===== src/rem_regs.svh =====
`ifndef REM_REGS_SVH
`define REM_REGS_SVH

// ---------------------------------------------------------------------------
// Register offsets
// ---------------------------------------------------------------------------
`define REM_ADDR_TOP_MASK_2   8'h21
`define REM_ADDR_CONV_MASK    8'h22
`define REM_ADDR_REG_MASK     8'h23

// ---------------------------------------------------------------------------
// Field positions (same layout in both per-source mask registers)
// ---------------------------------------------------------------------------
`define REM_BIT_1_PGF         7
`define REM_BIT_1_PGR         6
`define REM_BIT_1_ILIM        4
`define REM_BIT_0_PGF         3
`define REM_BIT_0_PGR         2
`define REM_BIT_0_ILIM        0
`define REM_BIT_RESET_REG     0

// ---------------------------------------------------------------------------
// Write masks and reset values
// ---------------------------------------------------------------------------
`define REM_MASK_WR_BITS      8'hDD
`define REM_CONV_MASK_RST     8'h00
`define REM_REG_MASK_RST      8'h00
`define REM_TOP2_UPPER_RST    7'h00
`define REM_READ_ZERO         8'h00

// ---------------------------------------------------------------------------
// Serial framing
// ---------------------------------------------------------------------------
`define REM_BYTE_BITS         4'h8
`define REM_LAST_BIT          4'h7

`endif

===== src/rem_pkg.sv =====
package rem_pkg;

  typedef enum logic [8:0]
  {
    REM_ST_IDLE    = 9'h001,
    REM_ST_DEVADDR = 9'h002,
    REM_ST_ACK_DEV = 9'h004,
    REM_ST_REGADDR = 9'h008,
    REM_ST_ACK_REG = 9'h010,
    REM_ST_WDATA   = 9'h020,
    REM_ST_ACK_WR  = 9'h040,
    REM_ST_RDATA   = 9'h080,
    REM_ST_ACK_RD  = 9'h100
  } rem_i2c_state_e;

endpackage


===== src/rem_edge_detect.sv =====
`timescale 1ns/1ns

module rem_edge_detect
  import rem_pkg::*;
#(
  parameter int W = 2
)
(
  input  wire logic         clk_i,
  input  wire logic         rstn_i,
  input  wire logic [W-1:0] level_i,
  output logic      [W-1:0] level_o,
  output logic      [W-1:0] rise_o,
  output logic      [W-1:0] fall_o
);

  logic [W-1:0] level;
  logic [W-1:0] prev;
  logic         primed;
  logic         seen;
  logic [W-1:0] next_level;
  logic [W-1:0] next_prev;
  logic         next_primed;
  logic         next_seen;

  always_comb
  begin
    next_level  = level_i;
    next_prev   = level;
    next_seen   = 1'b1;
    next_primed = seen;
  end

  always_ff @(posedge clk_i or negedge rstn_i)
  begin
    if (!rstn_i)
    begin
      level  <= '0;
      prev   <= '0;
      primed <= 1'b0;
      seen   <= 1'b0;
    end
    else
    begin
      level  <= next_level;
      prev   <= next_prev;
      primed <= next_primed;
      seen   <= next_seen;
    end
  end

  // No edges until prev holds a real sample, so reset is not an event
  assign level_o = level;
  assign rise_o  = level & ~prev & {W{primed}};
  assign fall_o  = ~level & prev & {W{primed}};

endmodule


===== src/rem_event_mask_bank.sv =====
`timescale 1ns/1ns
`include "rem_regs.svh"

// Functional notes
// The register-reset event is passed on only while top mask 2 bit 0 is 0.
// Serial writes to top mask 2 bit 0 are ignored; it reloads from OTP.
// Converter mask at 0x22, bit 7 blocks the converter-1 pg-invalid event.
// Converter mask bit 6 blocks the converter-1 pg-valid event.
// Converter mask bit 4 blocks the converter-1 current-limit event.
// Converter mask bit 3 blocks the converter-0 pg-invalid event.
// Converter mask bit 2 blocks the converter-0 pg-valid event.
// Converter mask bit 0 blocks the converter-0 current-limit event.
// Masks gate events only; raw status outputs follow the live inputs.
// Regulator mask at 0x23 mirrors the converter layout, bits 5, 1 always 0.
// Regulator mask bits use the same 0-allows, 1-blocks polarity.
// Events fire only on a source edge with mask 0; reserved bits read 0.
module rem_event_mask_bank
  import rem_pkg::*;
#(
  // Bus address default is arbitrary
  parameter logic [6:0] DEV_ADDR = 7'h2A
)
(
  input  wire logic       SYS_CLK_I,
  input  wire logic       RSTN_I,
  input  wire logic       SCL_I,
  input  wire logic       SDA_I,
  output logic            SDA_O,
  output logic            SDA_OE_O,
  input  wire logic       OTP_RESET_REG_SUPPRESS_I,
  input  wire logic       REG_RESET_REQ_I,
  input  wire logic [1:0] CONV_PG_RAW_I,
  input  wire logic [1:0] CONV_CURLIM_RAW_I,
  input  wire logic [1:0] REG_PG_RAW_I,
  input  wire logic [1:0] REG_CURLIM_RAW_I,
  output logic      [1:0] CONV_PG_RAW_O,
  output logic      [1:0] CONV_CURLIM_RAW_O,
  output logic      [1:0] REG_PG_RAW_O,
  output logic      [1:0] REG_CURLIM_RAW_O,
  output logic            RESET_REG_EVT_O,
  output logic      [1:0] CONV_PG_EVT_O,
  output logic      [1:0] CONV_CURLIM_EVT_O,
  output logic      [1:0] REG_PG_EVT_O,
  output logic      [1:0] REG_CURLIM_EVT_O
);

  // -------------------------------------------------------------------------
  // Mask gating shared by both regulator families
  // -------------------------------------------------------------------------
  // Raw pg status is 1 while invalid, so a rising raw level is a fall event
  function automatic logic [3:0] gate_events
  (
    input logic [1:0] pg_rise,
    input logic [1:0] pg_fall,
    input logic [1:0] cl_rise,
    input logic [7:0] m
  );
    logic [3:0] ev;
    ev    = '0;
    ev[1] = (pg_rise[1] & ~m[`REM_BIT_1_PGF])
          | (pg_fall[1] & ~m[`REM_BIT_1_PGR]);
    ev[0] = (pg_rise[0] & ~m[`REM_BIT_0_PGF])
          | (pg_fall[0] & ~m[`REM_BIT_0_PGR]);
    ev[3] = cl_rise[1] & ~m[`REM_BIT_1_ILIM];
    ev[2] = cl_rise[0] & ~m[`REM_BIT_0_ILIM];
    gate_events = ev;
  endfunction

  // Reserved bits 5 and 1 never store a one
  function automatic logic [7:0] keep_mask_bits
  (
    input logic [7:0] d
  );
    keep_mask_bits = d & `REM_MASK_WR_BITS;
  endfunction

  // -------------------------------------------------------------------------
  // Serial register port
  // -------------------------------------------------------------------------
  logic       wr_en;
  logic [7:0] reg_addr;
  logic [7:0] wdata;
  logic [7:0] rdata;
  logic       sda_oe;

  rem_i2c_slave
  #(
    .DEV_ADDR (DEV_ADDR)
  )
  u_slave
  (
    .clk_i    (SYS_CLK_I),
    .rstn_i   (RSTN_I),
    .scl_i    (SCL_I),
    .sda_i    (SDA_I),
    .rdata_i  (rdata),
    .wr_en_o  (wr_en),
    .addr_o   (reg_addr),
    .wdata_o  (wdata),
    .sda_oe_o (sda_oe)
  );

  // -------------------------------------------------------------------------
  // Source edge detection
  // -------------------------------------------------------------------------
  logic [7:0] raw_q;
  logic [7:0] raw_rise;
  logic [7:0] raw_fall;

  rem_edge_detect
  #(
    .W (8)
  )
  u_edges
  (
    .clk_i   (SYS_CLK_I),
    .rstn_i  (RSTN_I),
    .level_i ({REG_CURLIM_RAW_I, REG_PG_RAW_I,
                CONV_CURLIM_RAW_I, CONV_PG_RAW_I}),
    .level_o (raw_q),
    .rise_o  (raw_rise),
    .fall_o  (raw_fall)
  );

  // -------------------------------------------------------------------------
  // Mask registers
  // -------------------------------------------------------------------------
  logic [7:0] conv_mask;
  logic [7:0] reg_mask;
  logic [6:0] top2_upper;
  logic       reset_reg_suppress;
  logic       otp_loaded;
  logic       reload_req;
  logic [7:0] next_conv_mask;
  logic [7:0] next_reg_mask;
  logic [6:0] next_top2_upper;
  logic       next_reset_reg_suppress;
  logic       next_otp_loaded;
  logic       next_reload_req;

  always_comb
  begin
    next_conv_mask          = conv_mask;
    next_reg_mask           = reg_mask;
    next_top2_upper         = top2_upper;
    next_reset_reg_suppress = reset_reg_suppress;
    next_otp_loaded         = 1'b1;
    next_reload_req         = REG_RESET_REQ_I;
    if (!otp_loaded || reload_req)
    begin
      // OTP copy taken on the clock after any reset, never under it
      next_reset_reg_suppress = OTP_RESET_REG_SUPPRESS_I;
    end
    // A register reset outranks a write on the same clock
    if (REG_RESET_REQ_I)
    begin
      next_conv_mask  = `REM_CONV_MASK_RST;
      next_reg_mask   = `REM_REG_MASK_RST;
      next_top2_upper = `REM_TOP2_UPPER_RST;
    end
    else if (wr_en)
    begin
      unique case (reg_addr)
        `REM_ADDR_TOP_MASK_2:
        begin
          // Bit 0 deliberately absent from the write path
          next_top2_upper = wdata[7:1];
        end
        `REM_ADDR_CONV_MASK:
        begin
          next_conv_mask = keep_mask_bits(wdata);
        end
        `REM_ADDR_REG_MASK:
        begin
          next_reg_mask = keep_mask_bits(wdata);
        end
        default:
        begin
          next_conv_mask = conv_mask;
        end
      endcase
    end
  end

  always_ff @(posedge SYS_CLK_I or negedge RSTN_I)
  begin
    if (!RSTN_I)
    begin
      conv_mask          <= `REM_CONV_MASK_RST;
      reg_mask           <= `REM_REG_MASK_RST;
      top2_upper         <= `REM_TOP2_UPPER_RST;
      reset_reg_suppress <= 1'b0;
      otp_loaded         <= 1'b0;
      reload_req         <= 1'b0;
    end
    else
    begin
      conv_mask          <= next_conv_mask;
      reg_mask           <= next_reg_mask;
      top2_upper         <= next_top2_upper;
      reset_reg_suppress <= next_reset_reg_suppress;
      otp_loaded         <= next_otp_loaded;
      reload_req         <= next_reload_req;
    end
  end

  // -------------------------------------------------------------------------
  // Readback
  // -------------------------------------------------------------------------
  always_comb
  begin
    unique case (reg_addr)
      `REM_ADDR_TOP_MASK_2:
      begin
        // Bit 0 shows the OTP copy, never a host write
        rdata = {top2_upper, reset_reg_suppress};
      end
      `REM_ADDR_CONV_MASK:
      begin
        rdata = conv_mask;
      end
      `REM_ADDR_REG_MASK:
      begin
        rdata = reg_mask;
      end
      default:
      begin
        rdata = `REM_READ_ZERO;
      end
    endcase
  end

  // -------------------------------------------------------------------------
  // Event gating and outputs
  // -------------------------------------------------------------------------
  logic       sda_out;
  logic       sda_en;
  logic [7:0] raw_out;
  logic       reset_evt;
  logic [3:0] conv_evt;
  logic [3:0] reg_evt;
  logic       next_sda_out;
  logic       next_sda_en;
  logic [7:0] next_raw_out;
  logic       next_reset_evt;
  logic [3:0] next_conv_evt;
  logic [3:0] next_reg_evt;

  always_comb
  begin
    // Gate with the freshly reloaded OTP value, one clock after the request
    next_reset_evt = reload_req & ~next_reset_reg_suppress;
    next_conv_evt  = gate_events(raw_rise[1:0], raw_fall[1:0],
                                 raw_rise[3:2],
                                 conv_mask);
    next_reg_evt   = gate_events(raw_rise[5:4], raw_fall[5:4],
                                 raw_rise[7:6],
                                 reg_mask);
    next_sda_out   = 1'b0;
    next_sda_en    = sda_oe;
    next_raw_out   = raw_q;
  end

  always_ff @(posedge SYS_CLK_I or negedge RSTN_I)
  begin
    if (!RSTN_I)
    begin
      sda_out   <= 1'b0;
      sda_en    <= 1'b0;
      raw_out   <= '0;
      reset_evt <= 1'b0;
      conv_evt  <= '0;
      reg_evt   <= '0;
    end
    else
    begin
      sda_out   <= next_sda_out;
      sda_en    <= next_sda_en;
      raw_out   <= next_raw_out;
      reset_evt <= next_reset_evt;
      conv_evt  <= next_conv_evt;
      reg_evt   <= next_reg_evt;
    end
  end

  // -------------------------------------------------------------------------
  // Output pins
  // -------------------------------------------------------------------------
  assign SDA_O             = sda_out;
  assign SDA_OE_O          = sda_en;
  assign CONV_PG_RAW_O     = raw_out[1:0];
  assign CONV_CURLIM_RAW_O = raw_out[3:2];
  assign REG_PG_RAW_O      = raw_out[5:4];
  assign REG_CURLIM_RAW_O  = raw_out[7:6];
  assign RESET_REG_EVT_O   = reset_evt;
  assign CONV_PG_EVT_O     = conv_evt[1:0];
  assign CONV_CURLIM_EVT_O = conv_evt[3:2];
  assign REG_PG_EVT_O      = reg_evt[1:0];
  assign REG_CURLIM_EVT_O  = reg_evt[3:2];

endmodule


===== src/rem_i2c_slave.sv =====
`timescale 1ns/1ns
`include "rem_regs.svh"

module rem_i2c_slave
  import rem_pkg::*;
#(
  parameter logic [6:0] DEV_ADDR = 7'h2A
)
(
  input  wire logic       clk_i,
  input  wire logic       rstn_i,
  input  wire logic       scl_i,
  input  wire logic       sda_i,
  input  wire logic [7:0] rdata_i,
  output logic            wr_en_o,
  output logic      [7:0] addr_o,
  output logic      [7:0] wdata_o,
  output logic            sda_oe_o
);

  rem_i2c_state_e state;
  rem_i2c_state_e next_state;
  logic       scl_q;
  logic       sda_q;
  logic [3:0] cnt;
  logic [7:0] sh;
  logic [7:0] tx;
  logic [7:0] addr;
  logic [7:0] wdata;
  logic       wr_en;
  logic       oe;
  logic       rw;
  logic       acked;
  logic       next_scl_q;
  logic       next_sda_q;
  logic [3:0] next_cnt;
  logic [7:0] next_sh;
  logic [7:0] next_tx;
  logic [7:0] next_addr;
  logic [7:0] next_wdata;
  logic       next_wr_en;
  logic       next_oe;
  logic       next_rw;
  logic       next_acked;
  logic       start;
  logic       stop;
  logic       rise;
  logic       fall;
  logic       rx_state;

  assign start = scl_q & scl_i & sda_q & ~sda_i;
  assign stop  = scl_q & scl_i & ~sda_q & sda_i;
  assign rise  = ~scl_q & scl_i;
  assign fall  = scl_q & ~scl_i;
  assign rx_state = (state == REM_ST_DEVADDR) || (state == REM_ST_REGADDR)
                 || (state == REM_ST_WDATA);

  always_comb
  begin
    next_state = state;
    next_scl_q = scl_i;
    next_sda_q = sda_i;
    next_cnt   = cnt;
    next_sh    = sh;
    next_tx    = tx;
    next_addr  = addr;
    next_wdata = wdata;
    next_wr_en = 1'b0;
    next_oe    = oe;
    next_rw    = rw;
    next_acked = acked;
    if (start)
    begin
      next_state = REM_ST_DEVADDR;
      next_cnt   = '0;
      next_oe    = 1'b0;
    end
    else if (stop)
    begin
      next_state = REM_ST_IDLE;
      next_oe    = 1'b0;
    end
    else if (rx_state)
    begin
      if (rise && cnt != `REM_BYTE_BITS)
      begin
        next_sh  = {sh[6:0], sda_i};
        next_cnt = cnt + 4'h1;
      end
      else if (fall && cnt == `REM_BYTE_BITS)
      begin
        next_cnt = '0;
        next_oe  = 1'b1;
        if (state == REM_ST_DEVADDR)
        begin
          // Foreign address: stay off the bus until the next start
          if (sh[7:1] == DEV_ADDR)
          begin
            next_rw    = sh[0];
            next_state = REM_ST_ACK_DEV;
          end
          else
          begin
            next_oe    = 1'b0;
            next_state = REM_ST_IDLE;
          end
        end
        else if (state == REM_ST_REGADDR)
        begin
          next_addr  = sh;
          next_state = REM_ST_ACK_REG;
        end
        else
        begin
          next_wdata = sh;
          next_wr_en = 1'b1;
          next_state = REM_ST_ACK_WR;
        end
      end
    end
    else if (state == REM_ST_ACK_DEV && fall)
    begin
      if (rw)
      begin
        next_tx    = rdata_i;
        next_oe    = ~rdata_i[7];
        next_state = REM_ST_RDATA;
      end
      else
      begin
        next_oe    = 1'b0;
        next_state = REM_ST_REGADDR;
      end
    end
    else if (state == REM_ST_ACK_REG && fall)
    begin
      next_oe    = 1'b0;
      next_state = REM_ST_WDATA;
    end
    else if (state == REM_ST_ACK_WR && fall)
    begin
      next_oe    = 1'b0;
      next_addr  = addr + 8'h01;
      next_state = REM_ST_WDATA;
    end
    else if (state == REM_ST_RDATA && fall)
    begin
      if (cnt == `REM_LAST_BIT)
      begin
        next_cnt   = '0;
        next_oe    = 1'b0;
        next_state = REM_ST_ACK_RD;
      end
      else
      begin
        next_cnt = cnt + 4'h1;
        next_tx  = {tx[6:0], 1'b0};
        next_oe  = ~tx[6];
      end
    end
    else if (state == REM_ST_ACK_RD)
    begin
      if (rise)
      begin
        next_acked = ~sda_i;
        if (!sda_i)
        begin
          next_addr = addr + 8'h01;
        end
      end
      else if (fall)
      begin
        if (acked)
        begin
          next_tx    = rdata_i;
          next_oe    = ~rdata_i[7];
          next_state = REM_ST_RDATA;
        end
        else
        begin
          next_state = REM_ST_IDLE;
        end
      end
    end
  end

  always_ff @(posedge clk_i or negedge rstn_i)
  begin
    if (!rstn_i)
    begin
      state <= REM_ST_IDLE;
      scl_q <= 1'b1;
      sda_q <= 1'b1;
      cnt   <= '0;
      sh    <= '0;
      tx    <= '0;
      addr  <= '0;
      wdata <= '0;
      wr_en <= 1'b0;
      oe    <= 1'b0;
      rw    <= 1'b0;
      acked <= 1'b0;
    end
    else
    begin
      state <= next_state;
      scl_q <= next_scl_q;
      sda_q <= next_sda_q;
      cnt   <= next_cnt;
      sh    <= next_sh;
      tx    <= next_tx;
      addr  <= next_addr;
      wdata <= next_wdata;
      wr_en <= next_wr_en;
      oe    <= next_oe;
      rw    <= next_rw;
      acked <= next_acked;
    end
  end

  assign wr_en_o  = wr_en;
  assign addr_o   = addr;
  assign wdata_o  = wdata;
  assign sda_oe_o = oe;

endmodule


===== config.mk =====
export PLATFORM = sky130hd
export DESIGN_NAME = rem_event_mask_bank
export DESIGN_NICKNAME = d
export VERILOG_FILES = /design/src/rem_pkg.sv /design/src/rem_edge_detect.sv /design/src/rem_event_mask_bank.sv /design/src/rem_i2c_slave.sv
export VERILOG_INCLUDE_DIRS = /design/src
export SDC_FILE = /design/constraint.sdc
export NUM_CORES = 1
export LEC_CHECK = 0
export BUFFER_PORTS_ARGS = -buffer_cell sky130_fd_sc_hd__buf_4
export CORE_UTILIZATION = 64
export CTS_CLUSTER_DIAMETER = 200
export DETAILED_ROUTE_END_ITERATION = 8
export PLACE_DENSITY_LB_ADDON = 0.25
export SYNTH_ARGS = -nofsm -noshare
export SYNTH_HDL_FRONTEND = slang
export SYNTH_SLANG_ARGS = --single-unit

===== constraint.sdc =====
create_clock -name SYS_CLK_I -period 4.4 [get_ports SYS_CLK_I]
set_input_delay 0.66 -clock SYS_CLK_I [delete_from_list [all_inputs] [get_ports SYS_CLK_I]]
set_output_delay 0.66 -clock SYS_CLK_I [all_outputs]
set_load 0.02 [all_outputs]

==> qor.csv, run 1 <==
metric,value,unit
grt_start_max_net_pins,75,
via_per_inst,6.31,
rsz0062_at_grt,no,
antenna_cells,0,
dieWidth,86.8,um
syn_inst,415,
gr-total-overflow,0,
drv_slew,0,
drv_cap,0,
rows,30,
core,6870,um2
dpl_cell_area,4900,um2
timing.final.ws_setup,1.41,ns
final_area,5110,um2
fill_cells,474,
cp.buffers_inverters,0,
layout_min_cycle_time,2.99,ns
relSlewSlack,28.1,%
top_layer,met4,
post-route-drc-count,0,
slowest_delay,0.56,ns
wl_met1,4450,um
grtUsageTotal,30.5,%
fin_skew,0.00965,ns
hold_ws,0.378,ns
ir_worst_vdd,0.378,mV
async_flop_share,100,%
required,4.67,ns
end_kind,flip-flop,
total_leakage_power,0.00241,uW
totalWireLength,10400,um
worstMarginPinSlew,1.08,ns
worstSetupStartpointType,flip-flop,
cts_buffers,9,
ys_seq_area_share,53.9,%
insertion_delay,0.38,ns
synth_edf_count,0,
postCtsSetupBuffers,0,
setup_violations,0,
ys_top_cells_by_area,"dfrtp_1 52%, mux2_2 5.9%, mux2i_1 5.4%",
io_pins,33,
pre_cts_ws,1.44,ns
drt_first_pass_iters,8,
yosys.area.top_type_share,52.2,%
status,finished clean,
hpwl,7230,um
synth.distinct_cells,63,
multiInputGateArea,1980,um2
grt_pass1_vias,3385,
final_antenna_net_count,0,
wl_met2,5000,um
arrival,3.26,ns
cts_buffer_depth,2,
switching_share,36.3,%
die_area,7540,um2
cts.sinks,99,
finish.utilization,74.3,%
hold_path_class,input port to flip-flop,
synth-main-ff-cell,dfrtp_1,
ys_ff_latch,99,
finalHoldViolations,0,
finalCritPeriodShare,68.1,%
seqCellArea,2480,um2
area_growth,10.9,%
dr_total_vias,3440,
gp_congestion,0.920,
crit_slowest_cell,and4_1,
wl_per_cell,19.2,um
start_util,67.0,%
cp_max_fo,13,
antenna_found_initial,0,
path_cells,"nor4_4, and4_1, nor3_1, a221oi_2, o22a_1, mux2_2",
synth.most_common_cell,dfrtp_1,
p_per_area,450,nW/um2
chipHeight,86.8,um
clkTransAtPathRegs,0.11,ns
setup_tns,0,ns
cts-hold-fix-buffers,0,
grt_pass1_wl,17000,um
fin_nets,463,
intPower,1460,uW
ys_warn_count,0,
path_class,flip-flop to flip-flop,
synthTopCellsByCount,"96 x dfrtp_1, 46 x nor2_1, 25 x mux2i_1",
h-tree-depth,3,
switching_power,833,uW
cts_resized,0,
syn_area_per_cell,11.1,um2
cts_tree,yes,
power_frac_clock,25.3,%
p_seq_share,49.9,%
numPortBuffers,31,
syn-cell-area,4600,um2
yosys.area.top_type,dfrtp_1,
fmax,334,MHz
first_iter_violations,335,
synth_fp_nets,434,
pwr-share-comb,24.8,%
root_buffer,clkbuf_8,
dr_wl_met3,758,um
layout-drive-gt1-share,19.6,%
crit_family,simple AND/OR/NAND/NOR gates,
-- worst paths after layout --
| path | from | to | slack (ns) | cells past startpoint |
|---|---|---|---|---|
| setup reg to reg | u_slave.state[8]$_DFFE_PN0P_ | u_slave.state[7]$_DFFE_PN0P_ | 1.41 | 6 |
| hold / removal | CONV_CURLIM_RAW_I[0] | u_edges.level_o[2]$_DFF_PN0_ | 0.38 | 1 |
| max in group asynchronous | RSTN_I | u_slave.scl_q$_DFF_PN1_ | 3.04 | 2 |
| hold reg to reg | u_edges.level_o[7]$_DFF_PN0_ | u_edges.prev[7]$_DFF_PN0_ | 0.38 | 0 |
| min in group asynchronous | RSTN_I | u_slave.state[5]$_DFFE_PN0P_ | 0.40 | 1 |
| setup / recovery | u_slave.state[8]$_DFFE_PN0P_ | u_slave.state[7]$_DFFE_PN0P_ | 1.41 | 6 |
-- per-stage QoR --
step                instances  total power [uW]
finish                    545              2300
CTS                       545              2300
global route              545              2420
floorplan                 415              1530
global placement          529              1690
detailed placement        529              1710
-- power groups by stage --
stage	sequential, uW	combinational (uW)	clock [uW]
final	1140	570	581
after global routing	1160	632	629
after CTS	1140	561	594
after detailed placement	1160	555	0
after global placement	1150	542	0
after floorplan	1130	398	0
-- sequential cells by signal, summed over array words and instances, names as in the netlist, 4 cells and up --
signal           flops
u_slave.tx           7
u_edges.level_o      8
conv_mask            6
u_edges.prev         8
reg_evt              4
u_slave.addr_o       8
u_slave.cnt          4
top2_upper           7
u_slave.state        9
conv_evt             4
u_slave.sh           8
reg_mask             6
u_slave.wdata_o      8
-- area by class of cell --
| cell class | instances | share of cell area, % |
|---|---|---|
| repair buffers | 34 | 5.00 |
| inverters | 17 | 1.25 |
| clock buffers | 9 | 2.43 |
| well taps | 96 | 2.35 |
| clock inverters | 7 | 1.57 |
| multi-input cells | 283 | 38.8 |
| flip-flops and latches | 99 | 48.6 |
-- cell families after synthesis --
logic type	after synthesis	share of synthesized area, %
other cells	2	0.163
simple gates	148	18.1
compound gates	76	11.5
mux	49	11.3
xor+xnor	3	0.571
flops	99	53.9
buf+inv	33	3.07
fa+ha+maj	5	1.36
-- cell usage in the layout, fill, tap and decap left out, types with 5 or more instances in the layout --
cell type  count
dfrtp_1       96
inv_1         17
a21oi_1       19
nor2b_1       11
nand2b_1       6
mux2i_1       25
o22ai_1        6
nor2_1        46
nand2_1       13
a2bb2oi_1      6
mux2_2        24
ha_1           5
nand3_1       19
buf_4         34
nand4_1        6
a222oi_1       6
nor3_1        11
o21ai_0       12
clkbuf_8       9
-- worst register-to-register path: stages, from the launching register on --
cell and delay [ns]:
dfrtp_1 0.49, nor4_4 0.52, and4_1 0.56, nor3_1 0.19, a221oi_2 0.31, o22a_1 0.44, mux2_2 0.39
-- per-layer routing --
metal | up-vias | global-route usage (%)
met4 | 0 | 10.8
met3 | 22 | 6.57
li1 | 1575 | -
met1 | 1697 | 41.4
met2 | 146 | 48.7
met5 | - | 0
Note: power is estimated with default switching activity, not from simulation.
==> run 2, diff against run 1 <==
- ABC_AREA: default -> 1
- CORE_UTILIZATION: 64 -> 60
- clock period: 4.4 -> 2.9 ns (I/O delays scaled with it)
==> run 2 against run 1 <==
Compared with the run above:
- non-clock buffer count down 2
- first-iteration DRC count down 22%
- highest routed layer unchanged
- total power up 78%
- core utilization down 5.7 points
- hold slack worse by 0.27 ns
- clock-buffer cell count up 1
- largest power group unchanged
- die area up 11%
- register-to-register slack worse by 0.72 ns
- synthesized cell count up 39%
- sequential share of layout area down 1.8 points
==> qor.csv, run 2 <==
metric,value,unit
status,finished clean,
grtUsageTotal,27.6,%
pre_cts_ws,0.774,ns
antenna_cells,0,
required,3.11,ns
synth.distinct_cells,36,
final_common_cell,nand2_1,
ys_top_cells_by_area,"dfrtp_1 50%, nand2_1 12%, inv_1 5.4%",
chipHeight,91.3,um
dr_total_vias,3870,
hpwl,7460,um
layout-drive-gt1-share,15.8,%
syn-cell-area,4790,um2
gp_congestion,0.867,
fin_nets,628,
worstSetupStartpointType,flip-flop,
root_buffer,clkbuf_8,
synth.most_common_cell,nand2_1,
intPower,2450,uW
fmax,452,MHz
async_flop_share,100,%
drv_cap,0,
setup_tns,0,ns
ys_warn_count,0,
final_cell_mix,"150 x nand2_1, 96 x dfrtp_1, 69 x inv_1, 49 x nand3_1, 39 x nor2_1",
top_register,u_slave.state,
pwr-share-comb,35.3,%
finish.utilization,68.6,%
cp_max_fo,17,
largest_register_ffs,9,
io_pins,33,
cp-startpoint,u_slave.addr_o[6]$_DFFE_PN0P_,
start_util,61.9,%
clkTransAtPathRegs,0.09,ns
relSlewSlack,36.5,%
rows,32,
switching_share,40.0,%
power_frac_clock,22.2,%
post-route-drc-count,0,
core,7730,um2
rsz0062_at_grt,no,
synth_edf_count,0,
drv_slew,0,
cts_resized,0,
gr-total-overflow,0,
cts_tree,yes,
wl_per_cell,14.2,um
insertion_delay,0.37,ns
drt_first_pass_iters,5,
path_class,flip-flop to flip-flop,
p_seq_share,42.5,%
ys_seq_area_share,51.8,%
via_per_inst,5.41,
end_kind,flip-flop,
total_leakage_power,0.00263,uW
regToRegStartpoint,u_slave.addr_o[6]$_DFFE_PN0P_,
syn_area_per_cell,8.32,um2
syn_inst,575,
timing.final.ws_setup,0.687,ns
hold_path_class,input port to asynchronous set/reset pin,
fin_skew,0.00841,ns
ir_worst_vdd,0.561,mV
cts_buffers,9,
worstMarginPinSlew,0.948,ns
synthTopCellsByCount,"150 x nand2_1, 96 x dfrtp_1, 69 x inv_1",
area_growth,10.8,%
h-tree-depth,3,
grt_pass1_vias,3772,
cts_buffer_depth,2,
dieWidth,91.3,um
first_iter_violations,262,
antenna_found_initial,0,
finalCritPeriodShare,76.3,%
postCtsSetupBuffers,0,
arrival,2.42,ns
switching_power,1630,uW
die_area,8340,um2
synth_fp_nets,594,
grt_pass1_wl,17900,um
cts.sinks,99,
setup_violations,0,
r2r_slack,0.69,ns
totalWireLength,10200,um
finalHoldViolations,0,
ys_ff_latch,99,
final_antenna_net_count,0,
grt_start_max_net_pins,57,
numPortBuffers,31,
layout_min_cycle_time,2.21,ns
yosys.area.top_type,dfrtp_1,
p_per_area,769,nW/um2
yosys.area.top_type_share,50.2,%
synth-main-ff-cell,dfrtp_1,
cts-hold-fix-buffers,0,
## run 2: worst paths after layout
path                                                end  depth (start not counted)
max in group asynchronous       u_slave.scl_q$_DFF_PN1_                          2
max                             reg_mask[2]$_DFFE_PN0P_                          5
min                               conv_evt[3]$_DFF_PN0_                          1
max reg2reg                     reg_mask[2]$_DFFE_PN0P_                          5
min reg2reg                   u_edges.prev[6]$_DFF_PN0_                          0
min in group SYS_CLK_I     u_edges.level_o[6]$_DFF_PN0_                          1
## run 2: routing by layer
layer	share of wire, %	wire [um]	GRT usage, %
met4	1.5	150	10.2
met1	48	4880	39.3
met5	0	0	0
met3	3.9	402	4.44
met2	47	4760	43.0
## run 2: power by group through the flow
stage | logic (uW) | clock network, uW | registers (uW)
2_1_floorplan | 1150 | 0 | 1740
6_report | 1440 | 904 | 1730
4_1_cts | 1440 | 917 | 1730
3_5_place_dp | 1430 | 0 | 1760
3_3_place_gp | 1380 | 0 | 1740
5_1_grt | 1650 | 973 | 1760
## run 2: critical path: stages (launching register included)
cell and delay [ns]:
dfrtp_1 0.39, inv_1 0.09, nand4_1 0.15, clkinv_1 0.40
a31oi_1 0.84, o21ai_0 0.19
## run 2: layout make-up
cell class | count | area, um2
multi-input cells | 389 | 1950
fillers | 631 | 2420
clock buffers | 10 | 138
clock inverters | 6 | 62.6
flip-flops and latches | 99 | 2480
inverters | 78 | 293
repair buffers | 32 | 253
well taps | 102 | 128
## run 2: cell families (layout without fill, tap and decap cells)
family	after synthesis	count (layout)	share of synthesized area, %
AOI/OAI and AO/OA	83	83	9.28
xor gates and xnor gates	5	5	0.915
adders and majority gates	5	5	1.31
buffers and inverters	87	126	7.42
DFF	99	99	51.8
other	2	2	0.157
and+or+nand+nor	294	294	29.1
## run 2: stage by stage
stage / hold WS, ns / total power, uW / instances / area [um2]
after global routing: 0.148 / 4380 / 716 / 5300
after floorplan: 0.139 / 2890 / 575 / 4790
after detailed placement: 0.364 / 3180 / 700 / 5100
after CTS: 0.127 / 4080 / 716 / 5300
after global placement: 0.359 / 3120 / 700 / 5100
final: 0.111 / 4080 / 716 / 5300
